[config.mk]
export PLATFORM = sky130hd
export DESIGN_NAME = ipc_interrupt_priority
export DESIGN_NICKNAME = d
export VERILOG_FILES = /design/src/rtl/ipc_pkg.sv /design/src/rtl/ipc_interrupt_priority.sv
export SDC_FILE = /design/constraint.sdc
export NUM_CORES = 1
export LEC_CHECK = 0
export BUFFER_PORTS_ARGS = -buffer_cell sky130_fd_sc_hd__buf_2
export CAP_MARGIN = 30
export CELL_PAD_IN_SITES_DETAIL_PLACEMENT = 0
export CELL_PAD_IN_SITES_GLOBAL_PLACEMENT = 2
export CORE_MARGIN = 3
export CORE_UTILIZATION = 33
export CTS_CLUSTER_DIAMETER = 40
export DETAILED_ROUTE_END_ITERATION = 8
export PLACE_DENSITY_LB_ADDON = 0.1
export SYNTH_ARGS = -nofsm -noshare
export SYNTH_HDL_FRONTEND = slang
export SYNTH_SLANG_ARGS = --single-unit
[constraint.sdc]
create_clock -name pclk -period 2.5 [get_ports pclk]
set_clock_uncertainty 0.2 [all_clocks]
set_input_delay 0.375 -clock pclk [delete_from_list [all_inputs] [get_ports pclk]]
set_output_delay 0.375 -clock pclk [all_outputs]
set_load 0.02 [all_outputs]
[src/rtl/ipc_pkg.sv]
// package: register map, field positions and reset values of the interrupt priority block
package ipc_pkg;
   localparam logic [11:0] ADDR_PRIO_TWO    = 12'h000;
   localparam logic [11:0] ADDR_RESET_CAUSE = 12'h004;
   localparam logic [11:0] ADDR_MAIN_CTRL   = 12'h008;
   localparam logic [11:0] ADDR_SECOND_CTRL = 12'h00C;
   localparam logic [11:0] ADDR_THIRD_CTRL  = 12'h010;
   localparam logic [11:0] ADDR_PERIPH_FLAG = 12'h014;
   localparam logic [11:0] ADDR_PERIPH_EN   = 12'h018;
   localparam logic [11:0] ADDR_TIMER_LOW   = 12'h01C;
   localparam logic [11:0] ADDR_TIMER_HIGH  = 12'h020;
   localparam logic [11:0] ADDR_TIMER_CTRL  = 12'h024;
   localparam logic [11:0] ADDR_STATUS      = 12'h028;

   localparam logic [7:0]  PRIO_TWO_RESET   = 8'hDF;
   localparam logic [7:0]  PRIO_TWO_MASK    = 8'hDF;
   localparam logic [7:0]  RESET_CAUSE_WMASK = 8'hD3;

   // reset-cause fields
   localparam int RC_PRIO_ON   = 7;
   localparam int RC_SOFT_BROWNOUT_ENABLE    = 6;
   localparam int RC_RI        = 4;
   localparam int RC_TO        = 3;
   localparam int RC_PD        = 2;
   localparam int RC_POR       = 1;
   localparam int RC_BOR       = 0;
   // main control fields
   localparam int MC_GIE       = 7;
   localparam int MC_PERIPHERAL_GLOBAL_ENABLE      = 6;
   localparam int MC_T0_EN     = 5;
   localparam int MC_X0_EN     = 4;
   localparam int MC_PC_EN     = 3;
   localparam int MC_T0_FLAG   = 2;
   localparam int MC_X0_FLAG   = 1;
   localparam int MC_PC_FLAG   = 0;
   // second control fields
   localparam int SC_EDGE0     = 6;
   localparam int SC_EDGE1     = 5;
   localparam int SC_EDGE2     = 4;
   localparam int SC_T0_PRIO   = 2;
   localparam int SC_PC_PRIO   = 0;
   // third control fields
   localparam int TC_X2_PRIO   = 7;
   localparam int TC_X1_PRIO   = 6;
   localparam int TC_X2_EN     = 4;
   localparam int TC_X1_EN     = 3;
   localparam int TC_X2_FLAG   = 1;
   localparam int TC_X1_FLAG   = 0;
   // timer control fields
   localparam int TM_ON        = 7;
   localparam int TM_16BIT     = 6;

   localparam logic [7:0] MAIN_CTRL_RESET   = 8'h00;
   localparam logic [7:0] SECOND_CTRL_RESET = 8'hF5;
   localparam logic [7:0] THIRD_CTRL_RESET  = 8'hC0;
   localparam logic [7:0] TIMER_CTRL_RESET  = 8'h00;
   localparam logic [7:0] RESET_CAUSE_FIXED = 8'h1C;

   typedef enum logic [2:0] {
      IPC_RUN   = 3'b001,
      IPC_SLEEP = 3'b010,
      IPC_ENTRY = 3'b100
   } ipc_state_type;
endpackage

[src/rtl/ipc_interrupt_priority.sv]
// interrupt priority, external pin, timer overflow and port change logic with apb registers
//
// Implementation choices: the register offsets and register access over APB.
module ipc_interrupt_priority (
   input  wire logic        pclk,
   input  wire logic        presetn,
   input  wire logic [11:0] paddr,
   input  wire logic        psel,
   input  wire logic        penable,
   input  wire logic        pwrite,
   input  wire logic [31:0] pwdata,
   output logic      [31:0] prdata,
   output logic             pready,
   output logic             pslverr,
   input  wire logic [2:0]  ext_pins,
   input  wire logic [3:0]  port_b_pins,
   input  wire logic [7:0]  periph_events,
   input  wire logic        cfg_soft_brownout_enable_reset,
   input  wire logic        cfg_por_reset,
   input  wire logic        reset_instr_event,
   input  wire logic        watchdog_event,
   input  wire logic        sleep_event,
   input  wire logic        sleep_req,
   input  wire logic        irq_ack,
   input  wire logic [15:0] return_pc,
   input  wire logic [7:0]  working_register,
   input  wire logic [7:0]  status_reg,
   input  wire logic [7:0]  bank_select_register,
   output logic             irq_high,
   output logic             irq_low,
   output logic             wake,
   output logic             entry_strobe,
   output logic      [15:0] stack_top,
   output logic      [7:0]  shadow_working,
   output logic      [7:0]  shadow_status,
   output logic      [7:0]  shadow_bank
);
   import ipc_pkg::*;

   ////////////////////////////////////////////////////////////////////////////
   // registers
   logic [7:0]  peripheral_priority_two;
   logic [7:0]  reset_cause_and_priority_enable;
   logic [7:0]  main_irq_control;
   logic [7:0]  second_irq_control;
   logic [7:0]  third_irq_control;
   logic [7:0]  periph_flag;
   logic [7:0]  periph_en;
   logic [7:0]  timer_ctrl;
   logic [15:0] timer_zero_counter;
   logic [2:0]  ext_q;
   logic [3:0]  port_q;
   logic        cfg_taken;
   ipc_state_type state;

   ////////////////////////////////////////////////////////////////////////////
   // bus decode
   wire bus_wr  = psel & penable & pwrite;
   wire bus_rd  = psel & ~pwrite;
   wire hit_p2  = paddr == ADDR_PRIO_TWO;
   wire hit_rc  = paddr == ADDR_RESET_CAUSE;
   wire hit_mc  = paddr == ADDR_MAIN_CTRL;
   wire hit_sc  = paddr == ADDR_SECOND_CTRL;
   wire hit_tc  = paddr == ADDR_THIRD_CTRL;
   wire hit_pf  = paddr == ADDR_PERIPH_FLAG;
   wire hit_pe  = paddr == ADDR_PERIPH_EN;
   wire hit_tl  = paddr == ADDR_TIMER_LOW;
   wire hit_th  = paddr == ADDR_TIMER_HIGH;
   wire hit_tm  = paddr == ADDR_TIMER_CTRL;
   wire hit_st  = paddr == ADDR_STATUS;
   wire hit_any = hit_p2 | hit_rc | hit_mc | hit_sc | hit_tc | hit_pf | hit_pe
                  | hit_tl | hit_th | hit_tm | hit_st;
   wire [7:0] wbyte = pwdata[7:0];

   ////////////////////////////////////////////////////////////////////////////
   // edge and change detection on registered levels
   wire [2:0] edge_sel = {second_irq_control[SC_EDGE2], second_irq_control[SC_EDGE1],
                          second_irq_control[SC_EDGE0]};
   wire [2:0] ext_rise = ext_pins & ~ext_q;
   wire [2:0] ext_fall = ~ext_pins & ext_q;
   // no edges before the first sample after reset: a pin may already sit high
   wire [2:0] ext_hit  = {3{cfg_taken}} & ((edge_sel & ext_rise) | (~edge_sel & ext_fall));
   wire       port_hit = cfg_taken & (|(port_b_pins ^ port_q));

   // timer overflow; 16-bit mode only rolls the pair
   wire        tmr_on   = timer_ctrl[TM_ON];
   wire        tmr_16   = timer_ctrl[TM_16BIT];
   wire [15:0] tmr_next = timer_zero_counter + 16'h0001;
   wire        tmr_ovf  = tmr_on & (tmr_16 ? (timer_zero_counter == 16'hFFFF)
                                           : (timer_zero_counter[7:0] == 8'hFF));

   ////////////////////////////////////////////////////////////////////////////
   // request qualification
   wire prio_on = reset_cause_and_priority_enable[RC_PRIO_ON];
   wire global_irq_enable     = main_irq_control[MC_GIE];
   wire peripheral_global_enable    = main_irq_control[MC_PERIPHERAL_GLOBAL_ENABLE];
   wire req_x0  = main_irq_control[MC_X0_FLAG] & main_irq_control[MC_X0_EN];
   wire req_x1  = third_irq_control[TC_X1_FLAG] & third_irq_control[TC_X1_EN];
   wire req_x2  = third_irq_control[TC_X2_FLAG] & third_irq_control[TC_X2_EN];
   wire req_t0  = main_irq_control[MC_T0_FLAG] & main_irq_control[MC_T0_EN];
   wire req_pc  = main_irq_control[MC_PC_FLAG] & main_irq_control[MC_PC_EN];
   wire [7:0] req_pf = periph_flag & periph_en & PRIO_TWO_MASK;
   // pin zero has no priority bit: always high
   wire hi_core = req_x0
                  | (req_x1 & third_irq_control[TC_X1_PRIO])
                  | (req_x2 & third_irq_control[TC_X2_PRIO])
                  | (req_t0 & second_irq_control[SC_T0_PRIO])
                  | (req_pc & second_irq_control[SC_PC_PRIO]);
   wire lo_core = (req_x1 & ~third_irq_control[TC_X1_PRIO])
                  | (req_x2 & ~third_irq_control[TC_X2_PRIO])
                  | (req_t0 & ~second_irq_control[SC_T0_PRIO])
                  | (req_pc & ~second_irq_control[SC_PC_PRIO]);
   wire hi_per  = |(req_pf & peripheral_priority_two);
   wire lo_per  = |(req_pf & ~peripheral_priority_two);
   // single level: all sources on the high line, peripherals gated by peripheral_global_enable
   wire any_core = req_x0 | req_x1 | req_x2 | req_t0 | req_pc;
   wire any_per  = |req_pf;
   wire single_req = global_irq_enable & (any_core | (peripheral_global_enable & any_per));
   // in priority mode gie enables high, low needs both gie and peripheral_global_enable
   wire hi_req  = prio_on ? global_irq_enable & (hi_core | hi_per) : single_req;
   wire lo_req  = prio_on & global_irq_enable & peripheral_global_enable & ~hi_req & (lo_core | lo_per);
   wire wake_src = |(ext_hit & {third_irq_control[TC_X2_EN], third_irq_control[TC_X1_EN],
                                main_irq_control[MC_X0_EN]});

   ////////////////////////////////////////////////////////////////////////////
   // read mux
   wire [7:0] rc_view = reset_cause_and_priority_enable & ~8'h20;
   wire [7:0] st_view = {5'h00, state == IPC_SLEEP, irq_high, irq_low};
   wire [7:0] rd_byte = hit_p2 ? (peripheral_priority_two & PRIO_TWO_MASK) :
                        hit_rc ? rc_view :
                        hit_mc ? main_irq_control :
                        hit_sc ? second_irq_control :
                        hit_tc ? third_irq_control :
                        hit_pf ? periph_flag :
                        hit_pe ? periph_en :
                        hit_tl ? timer_zero_counter[7:0] :
                        hit_th ? timer_zero_counter[15:8] :
                        hit_tm ? timer_ctrl :
                        hit_st ? st_view : 8'h00;

   always_ff @(posedge pclk or negedge presetn) begin
      if (!presetn) begin
         prdata  <= 32'h0000_0000;
         pready  <= 1'b0;
         pslverr <= 1'b0;
      end else begin
         pready  <= psel & ~penable;
         pslverr <= psel & ~penable & ~hit_any;
         prdata  <= (bus_rd & ~penable) ? {24'h000000, rd_byte} : prdata;
      end
   end
   // no wait state: access phase sees pready one cycle after setup
   wire wr_take = bus_wr & pready;

   ////////////////////////////////////////////////////////////////////////////
   // priority and reset-cause registers
   always_ff @(posedge pclk or negedge presetn) begin
      if (!presetn) begin
         peripheral_priority_two <= PRIO_TWO_RESET;
         reset_cause_and_priority_enable <= RESET_CAUSE_FIXED;
         cfg_taken <= 1'b0;
      end else begin
         if (wr_take & hit_p2)
            peripheral_priority_two <= wbyte & PRIO_TWO_MASK;
         if (!cfg_taken) begin
            // strap-like reset values caught after release
            cfg_taken <= 1'b1;
            reset_cause_and_priority_enable[RC_SOFT_BROWNOUT_ENABLE] <= cfg_soft_brownout_enable_reset;
            reset_cause_and_priority_enable[RC_POR]    <= cfg_por_reset;
         end else if (wr_take & hit_rc) begin
            reset_cause_and_priority_enable <= (wbyte & RESET_CAUSE_WMASK)
               | (reset_cause_and_priority_enable & ~RESET_CAUSE_WMASK & ~8'h10)
               | (wbyte & 8'h10);
         end
         // hardware events win over software writes
         if (reset_instr_event)
            reset_cause_and_priority_enable[RC_RI] <= 1'b0;
         if (watchdog_event)
            reset_cause_and_priority_enable[RC_TO] <= 1'b0;
         if (sleep_event)
            reset_cause_and_priority_enable[RC_PD] <= 1'b0;
      end
   end

   ////////////////////////////////////////////////////////////////////////////
   // control registers and flags; a set wins over a software clear
   always_ff @(posedge pclk or negedge presetn) begin
      if (!presetn) begin
         main_irq_control   <= MAIN_CTRL_RESET;
         second_irq_control <= SECOND_CTRL_RESET;
         third_irq_control  <= THIRD_CTRL_RESET;
         periph_flag        <= 8'h00;
         periph_en          <= 8'h00;
         timer_ctrl         <= TIMER_CTRL_RESET;
         timer_zero_counter <= 16'h0000;
         ext_q              <= 3'b000;
         port_q             <= 4'h0;
      end else begin
         ext_q  <= ext_pins;
         port_q <= port_b_pins;
         if (wr_take & hit_mc)
            main_irq_control <= wbyte;
         if (wr_take & hit_sc)
            second_irq_control <= wbyte;
         if (wr_take & hit_tc)
            third_irq_control <= wbyte;
         if (wr_take & hit_pe)
            periph_en <= wbyte & PRIO_TWO_MASK;
         if (wr_take & hit_tm)
            timer_ctrl <= wbyte;
         if (wr_take & hit_tl)
            timer_zero_counter[7:0] <= wbyte;
         else if (wr_take & hit_th)
            timer_zero_counter[15:8] <= wbyte;
         else if (tmr_on)
            timer_zero_counter <= tmr_16 ? tmr_next
                                 : {timer_zero_counter[15:8], tmr_next[7:0]};
         // hardware only ever sets flags; software writes can set or clear them
         if (ext_hit[0])
            main_irq_control[MC_X0_FLAG] <= 1'b1;
         if (ext_hit[1])
            third_irq_control[TC_X1_FLAG] <= 1'b1;
         if (ext_hit[2])
            third_irq_control[TC_X2_FLAG] <= 1'b1;
         if (tmr_ovf)
            main_irq_control[MC_T0_FLAG] <= 1'b1;
         if (port_hit)
            main_irq_control[MC_PC_FLAG] <= 1'b1;
         periph_flag <= ((wr_take & hit_pf) ? (wbyte & PRIO_TWO_MASK) : periph_flag)
                        | (periph_events & PRIO_TWO_MASK);
      end
   end

   ////////////////////////////////////////////////////////////////////////////
   // core sequencer side: sleep, wake and entry
   wire any_req = hi_req | lo_req;
   always_ff @(posedge pclk or negedge presetn) begin
      if (!presetn) begin
         state          <= IPC_RUN;
         irq_high       <= 1'b0;
         irq_low        <= 1'b0;
         wake           <= 1'b0;
         entry_strobe   <= 1'b0;
         stack_top      <= 16'h0000;
         shadow_working <= 8'h00;
         shadow_status  <= 8'h00;
         shadow_bank    <= 8'h00;
      end else begin
         irq_high     <= hi_req & (state == IPC_RUN);
         irq_low      <= lo_req & (state == IPC_RUN);
         wake         <= 1'b0;
         entry_strobe <= 1'b0;
         unique case (state)
            IPC_RUN: begin
               if (irq_ack & any_req) begin
                  state <= IPC_ENTRY;
               end else if (sleep_req) begin
                  state <= IPC_SLEEP;
               end
            end
            IPC_SLEEP: begin
               // enable state at the edge decides; gie only decides vectoring
               if (wake_src) begin
                  wake  <= 1'b1;
                  state <= IPC_RUN;
               end
            end
            IPC_ENTRY: begin
               entry_strobe   <= 1'b1;
               stack_top      <= return_pc;
               shadow_working <= working_register;
               shadow_status  <= status_reg;
               shadow_bank    <= bank_select_register;
               state          <= IPC_RUN;
            end
         endcase
      end
   end
endmodule

---- Word level (Yosys, flattened, before mapping) ----
Cells that the tools add are included.
storage, ports and cells
  word-level logic and storage cells ...... 215
  register bits after elaboration ......... 143
  output and inout port bits .............. 78
cells by class
  equality and inequality tests ........... 19
  bitwise logic cells ..................... 94
  reductions and logical operators ........ 27
  add/subtract/negate cells ............... 1
  muxes and demuxes ....................... 40
operators with widths
  kind                                                              number
  8-bit 2-to-1 mux                                                  14
  12-bit by 5-bit == test with 1-bit output, second input constant  4
  1-bit bitwise AND                                                 42
  12-bit by 6-bit == test with 1-bit output, second input constant  3
  16-bit 2-to-1 mux                                                 2
  2-bit nonzero test                                                14
  1-bit bitwise OR                                                  25
  8-bit bitwise AND                                                 3
  12-bit by 4-bit == test with 1-bit output, second input constant  2
  3-bit bitwise AND                                                 6
  3-bit 2-to-1 mux                                                  6
  16-bit by 1-bit adder with 16-bit output, second input constant   1
  16-bit == test, second input constant                             1
  8-bit OR reduction                                                2
  1-bit 2-to-1 mux                                                  15
  12-bit by 3-bit == test with 1-bit output, second input constant  1
  12-bit logical NOT                                                1
  2-bit AND reduction                                               6
  1-bit inverter                                                    9
  3-bit inverter                                                    3
  3-bit one-hot mux with 3 select lines                             1
  8-bit == test, second input constant                              1
  8-bit inverter                                                    1
  8-bit by 5-bit bitwise OR with 8-bit output                       1
  16 further kinds                                                  17

---- Depth between registers and ports, before layout ----
  depth in word-level cells ............... 16
  depth in mapped cells ................... 9
  depth with buffers taken out ............ 7

---- Worst setup path before layout ----
Ideal clock, no wire load.
  path kind ............................... input-to-reg
  start ................................... input port paddr[5]
  end ..................................... register second_irq_control[1]
  stages .................................. 8
  arrival time ............................ 2.030 ns
  slack ................................... 0.145 ns
  cell sequence ........................... buf_6 -> or4_1 -> buf_6 -> nor2_8 -> nand4_4 -> or2_1 -> buf_6 -> mux2_4
on the way
  word-level cells in the longest chain between the ends .. 2
ends and longest elaborated chain
  element                                    RTL line                       RTL
  start: declaration                         ipc_interrupt_priority.sv:7    input wire logic [11:0] paddr,
  12-bit by 4-bit == test with 1-bit output  ipc_interrupt_priority.sv:63   wire hit_sc = paddr == ADDR_SECOND_CTRL;
  1-bit bitwise AND                          ipc_interrupt_priority.sv:203  if (wr_take & hit_sc)
  end signal: assignment                     ipc_interrupt_priority.sv:204  second_irq_control <= wbyte;
  end: declaration                           ipc_interrupt_priority.sv:45   logic [7:0] second_irq_control;
Every way passes these cells.
A chain may end at the register's enable or synchronous reset.

---- Worst setup path in the final report ----
  start ................................... input port penable
  end ..................................... register third_irq_control[2]
on the way
  word-level cells in the longest chain between the ends .. 4
ends and longest elaborated chain
  element                         RTL line                       RTL
  start: declaration              ipc_interrupt_priority.sv:9    input wire logic penable,
  1-bit bitwise AND (2 in a row)  ipc_interrupt_priority.sv:58   wire bus_wr = psel & penable & pwrite;
  1-bit bitwise AND               ipc_interrupt_priority.sv:153  wire wr_take = bus_wr & pready;
  1-bit bitwise AND               ipc_interrupt_priority.sv:205  if (wr_take & hit_tc)
  end signal: assignment          ipc_interrupt_priority.sv:206  third_irq_control <= wbyte;
  end: declaration                ipc_interrupt_priority.sv:46   logic [7:0] third_irq_control;
Every way passes these cells.

==> flow_summary.json <==
{
  "pwr_density_cell_nw_per_um2": 558,
  "postSynthCellCount": 706,
  "vias": 6619,
  "post_cts_buffers": 0,
  "synth_warnings": 0,
  "dp_cells": 1160,
  "cts_root_buffer": "clkbuf_16",
  "reg2reg_depth": 7,
  "seq_power_share_pct": 42.4,
  "critPathKind": "primary input to register",
  "min_from": "cfg_soft_brownout_enable_reset",
  "antenna_cells": 0,
  "cts_inserted_buffers": 17,
  "first_pass_iters": 5,
  "cts_buffer_depth": 2,
  "yosysUniqueCellTypes": 70,
  "drv_cap": 0,
  "startpoint_type": "primary input",
  "row_count": 54,
  "grt.total_usage_pct": 21.2,
  "worst_setup_path_end_kind": "register",
  "critPathMaxFanout": 9,
  "finalCritPeriodShare_pct": 90.9,
  "synth.top_cell.area_share_pct": 41.3,
  "yosysTopAreaCell": "dfrtp_1",
  "final_cell_mix": "buf_2 (138), dfrtp_1 (122), nand2_1 (72)",
  "avgSynthCellArea_um2": 10.5,
  "timing.rr.start": "periph_flag[0]",
  "arrival_ns": 2.38,
  "status": "complete, no violations",
  "irDropWorstVdd_mv": 0.501,
  "final-setup-viol-count": 0,
  "cpPeakStageDelay_ns": 0.52,
  "rsz0062_at_grt": "no",
  "synth_seq_cells": 141,
  "regToRegSetupSlack_ns": 0.33,
  "cts_tree": "yes",
  "layout-drive-gt1-share_pct": 36.7,
  "netlist_top_cells_area": "dfrtp_1 (41%), mux2_2 (11%), dfstp_2 (6.7%)",
  "grt_overflow": 0,
  "synth.yosys.seq_area_share_pct": 48.0,
  "worstMarginPinSlew_ns": 0.505,
  "drtIter0Drc": 407,
  "die_area_um2": 24300,
  "max_freq_ghz": 0.440,
  "hold_viol": 0,
  "reg2reg_to": "state[0]",
  "critPathTopFamily": "buffers and inverters",
  "crit_buf_inv": 4,
  "final_common_cell": "buf_2",
  "hp-class": "primary input to register",
  "setup_tns_ns": 0,
  "synth_edf_count": 0,
  "synthArstFlopShare_pct": 100,
  "grt_pass1_wl_mm": 39.7,
  "power.switching_mw": 1.50,
  "switching_share_pct": 26.8,
  "drcViolationCount": 0,
  "met1Wirelength_mm": 11.6,
  "clk_latency_ns": 0.43,
  "wire_per_inst_um": 20.2,
  "num-nets-final": 1073,
  "io_pins": 189,
  "holdPathStages": 3,
  "grt_pass1_vias": 6819,
  "cp_cell_sequence": "dlygate4sd3_1 > buf_2 > and4_1 > nand2_1 > nor2_1 > buf_4 > nand2_1 > buf_4 > mux2_2",
  "p_int_mw": 4.09,
  "slowest_stage": "dlygate4sd3_1",
  "dpl.hpwl_mm": 18.6,
  "max_slew_margin_pct": 66.3,
  "clk_pin_slew_ns": 0.06,
  "grt_max_degree": 52,
  "worst_hold_path.endpoint": "reset_cause_and_priority_enable[6]",
  "io_buffers": 139,
  "maxSlewViolCount": 0,
  "crit_required_ns": 2.61,
  "die_h_um": 156,
  "start_util_pct": 33.7,
  "highest_layer": "met4",
  "core_um2": 22000,
  "postRouteAntennaNets": 0,
  "fin_cells": 1253,
  "die_w_um": 156,
  "p_leak_nw": 4.70,
  "cts.sinks": 141,
  "gp_congestion": 0.928,
  "pwr-share-clk_pct": 47.0,
  "ys.flop_type": "dfrtp_1",
  "drt_wl_total_mm": 25.4,
  "dr_wl_met3_mm": 1.63,
  "dr_wl_met2_mm": 11.7,
  "power_frac_comb_pct": 10.6,
  "antenna_found_initial": 0,
  "fin_crit_ns": 2.27,
  "netlist_area_um2": 7400,
  "h-tree-depth": 4,
  "viasPerCell": 5.28,
  "area_growth_pct": 35.2
}
-- cell families after synthesis --
family / Yosys count / share of synthesized area [%]
muxes: 91 / 14.0
buffers and inverters: 70 / 5.41
other: 2 / 0.101
and+or+nand+nor: 229 / 17.1
adders and majority gates: 1 / 0.169
xor gates and xnor gates: 11 / 1.30
AOI/OAI and AO/OA: 161 / 13.9
DFF: 141 / 48.0
-- Yosys cell counts, types with 4 or more instances --
cell and number:
nor2_1 30, mux2i_1 13, nor3_1 13, a21boi_0 5
nand3_1 34, buf_6 4, nand2_1 72, xnor2_1 6
and3_1 11, o2111ai_1 6, a21oi_1 40, mux2_4 7
o221ai_1 6, buf_4 26, nor3b_1 10, nand4_1 11
mux2_2 71, dfstp_2 19, clkbuf_1 18, o21ai_0 44
xor2_1 5, nand3b_1 4, a211o_1 8, buf_2 8
o22ai_1 16, nor2b_1 13, a221oi_1 7, dfrtp_1 122
o211ai_1 6, inv_1 11
-- state kept, by name, summed over array words and instances (netlist names), 7 cells and up --
| register | count |
|---|---|
| main_irq_control | 8 |
| shadow_status | 8 |
| stack_top | 16 |
| timer_ctrl | 8 |
| reset_cause_and_priority_enable | 7 |
| shadow_working | 8 |
| second_irq_control | 8 |
| timer_zero_counter | 16 |
| periph_en | 7 |
| prdata | 8 |
| periph_flag | 7 |
| third_irq_control | 8 |
| shadow_bank | 8 |
| peripheral_priority_two | 7 |
-- routing by layer --
metal / up-vias / GRT usage (%)
met2: 274 / 34.0
met4: 0 / 6.18
li1: 3056 / -
met1: 3252 / 29.5
met3: 37 / 3.88
met5: - / 0
-- area by class of cell --
type	instances	area, um^2
clock buffer	17	425
clock inverter	14	178
fill	2072	12000
inverter	11	41.3
multi-input combinational	518	3540
sequential	141	3550
tap	280	350
timing repair buffer	272	1920
-- what timing repair did --
item | CTS | global route
endpoints found under the hold margin | 91 | 0
hold buffers | 62 | 0
resized for setup | 0 | 0
-- worst max path at each step --
stage	slack (ns)	cells past startpoint	startpoint	to
2_1_floorplan	0.14	8	paddr[5]	second_irq_control[1]
3_3_place_gp	-0.15	9	paddr[7]	prdata[4]
3_5_place_dp	-0.13	9	paddr[7]	prdata[4]
4_1_cts	0.23	9	penable	third_irq_control[2]
5_1_grt	0.15	9	penable	third_irq_control[3]
6_report	0.23	9	penable	third_irq_control[2]
-- through the flow --
stage          setup slack, ns  cell area (um^2)  hold slack [ns]  util [%]  total power, mW
6_report                 0.227             10000           0.0236      45.6             5.59
5_1_grt                  0.148             10000           0.0263      45.6             5.83
4_1_cts                  0.232             10000        0.0000245      45.6             5.66
3_5_place_dp            -0.127              8780            0.140      40.0             2.92
3_3_place_gp            -0.150              8780            0.135      40.0             2.91
2_1_floorplan            0.145              7490           -0.121         -             2.67
-- power groups by stage --
| stage | Clock, mW | Combinational, mW | Sequential [mW] |
|---|---|---|---|
| 2_1_floorplan | 0 | 0.245 | 2.42 |
| 3_3_place_gp | 0 | 0.504 | 2.41 |
| 3_5_place_dp | 0 | 0.512 | 2.41 |
| 4_1_cts | 2.70 | 0.589 | 2.37 |
| 5_1_grt | 2.81 | 0.648 | 2.37 |
| 6_report | 2.63 | 0.590 | 2.37 |
-- tightest hold or removal path: stages --
cell and delay, ns:
buf_2 0.10, nor2_1 0.08, a21oi_1 0.05
(Power assumes the default switching activity.)
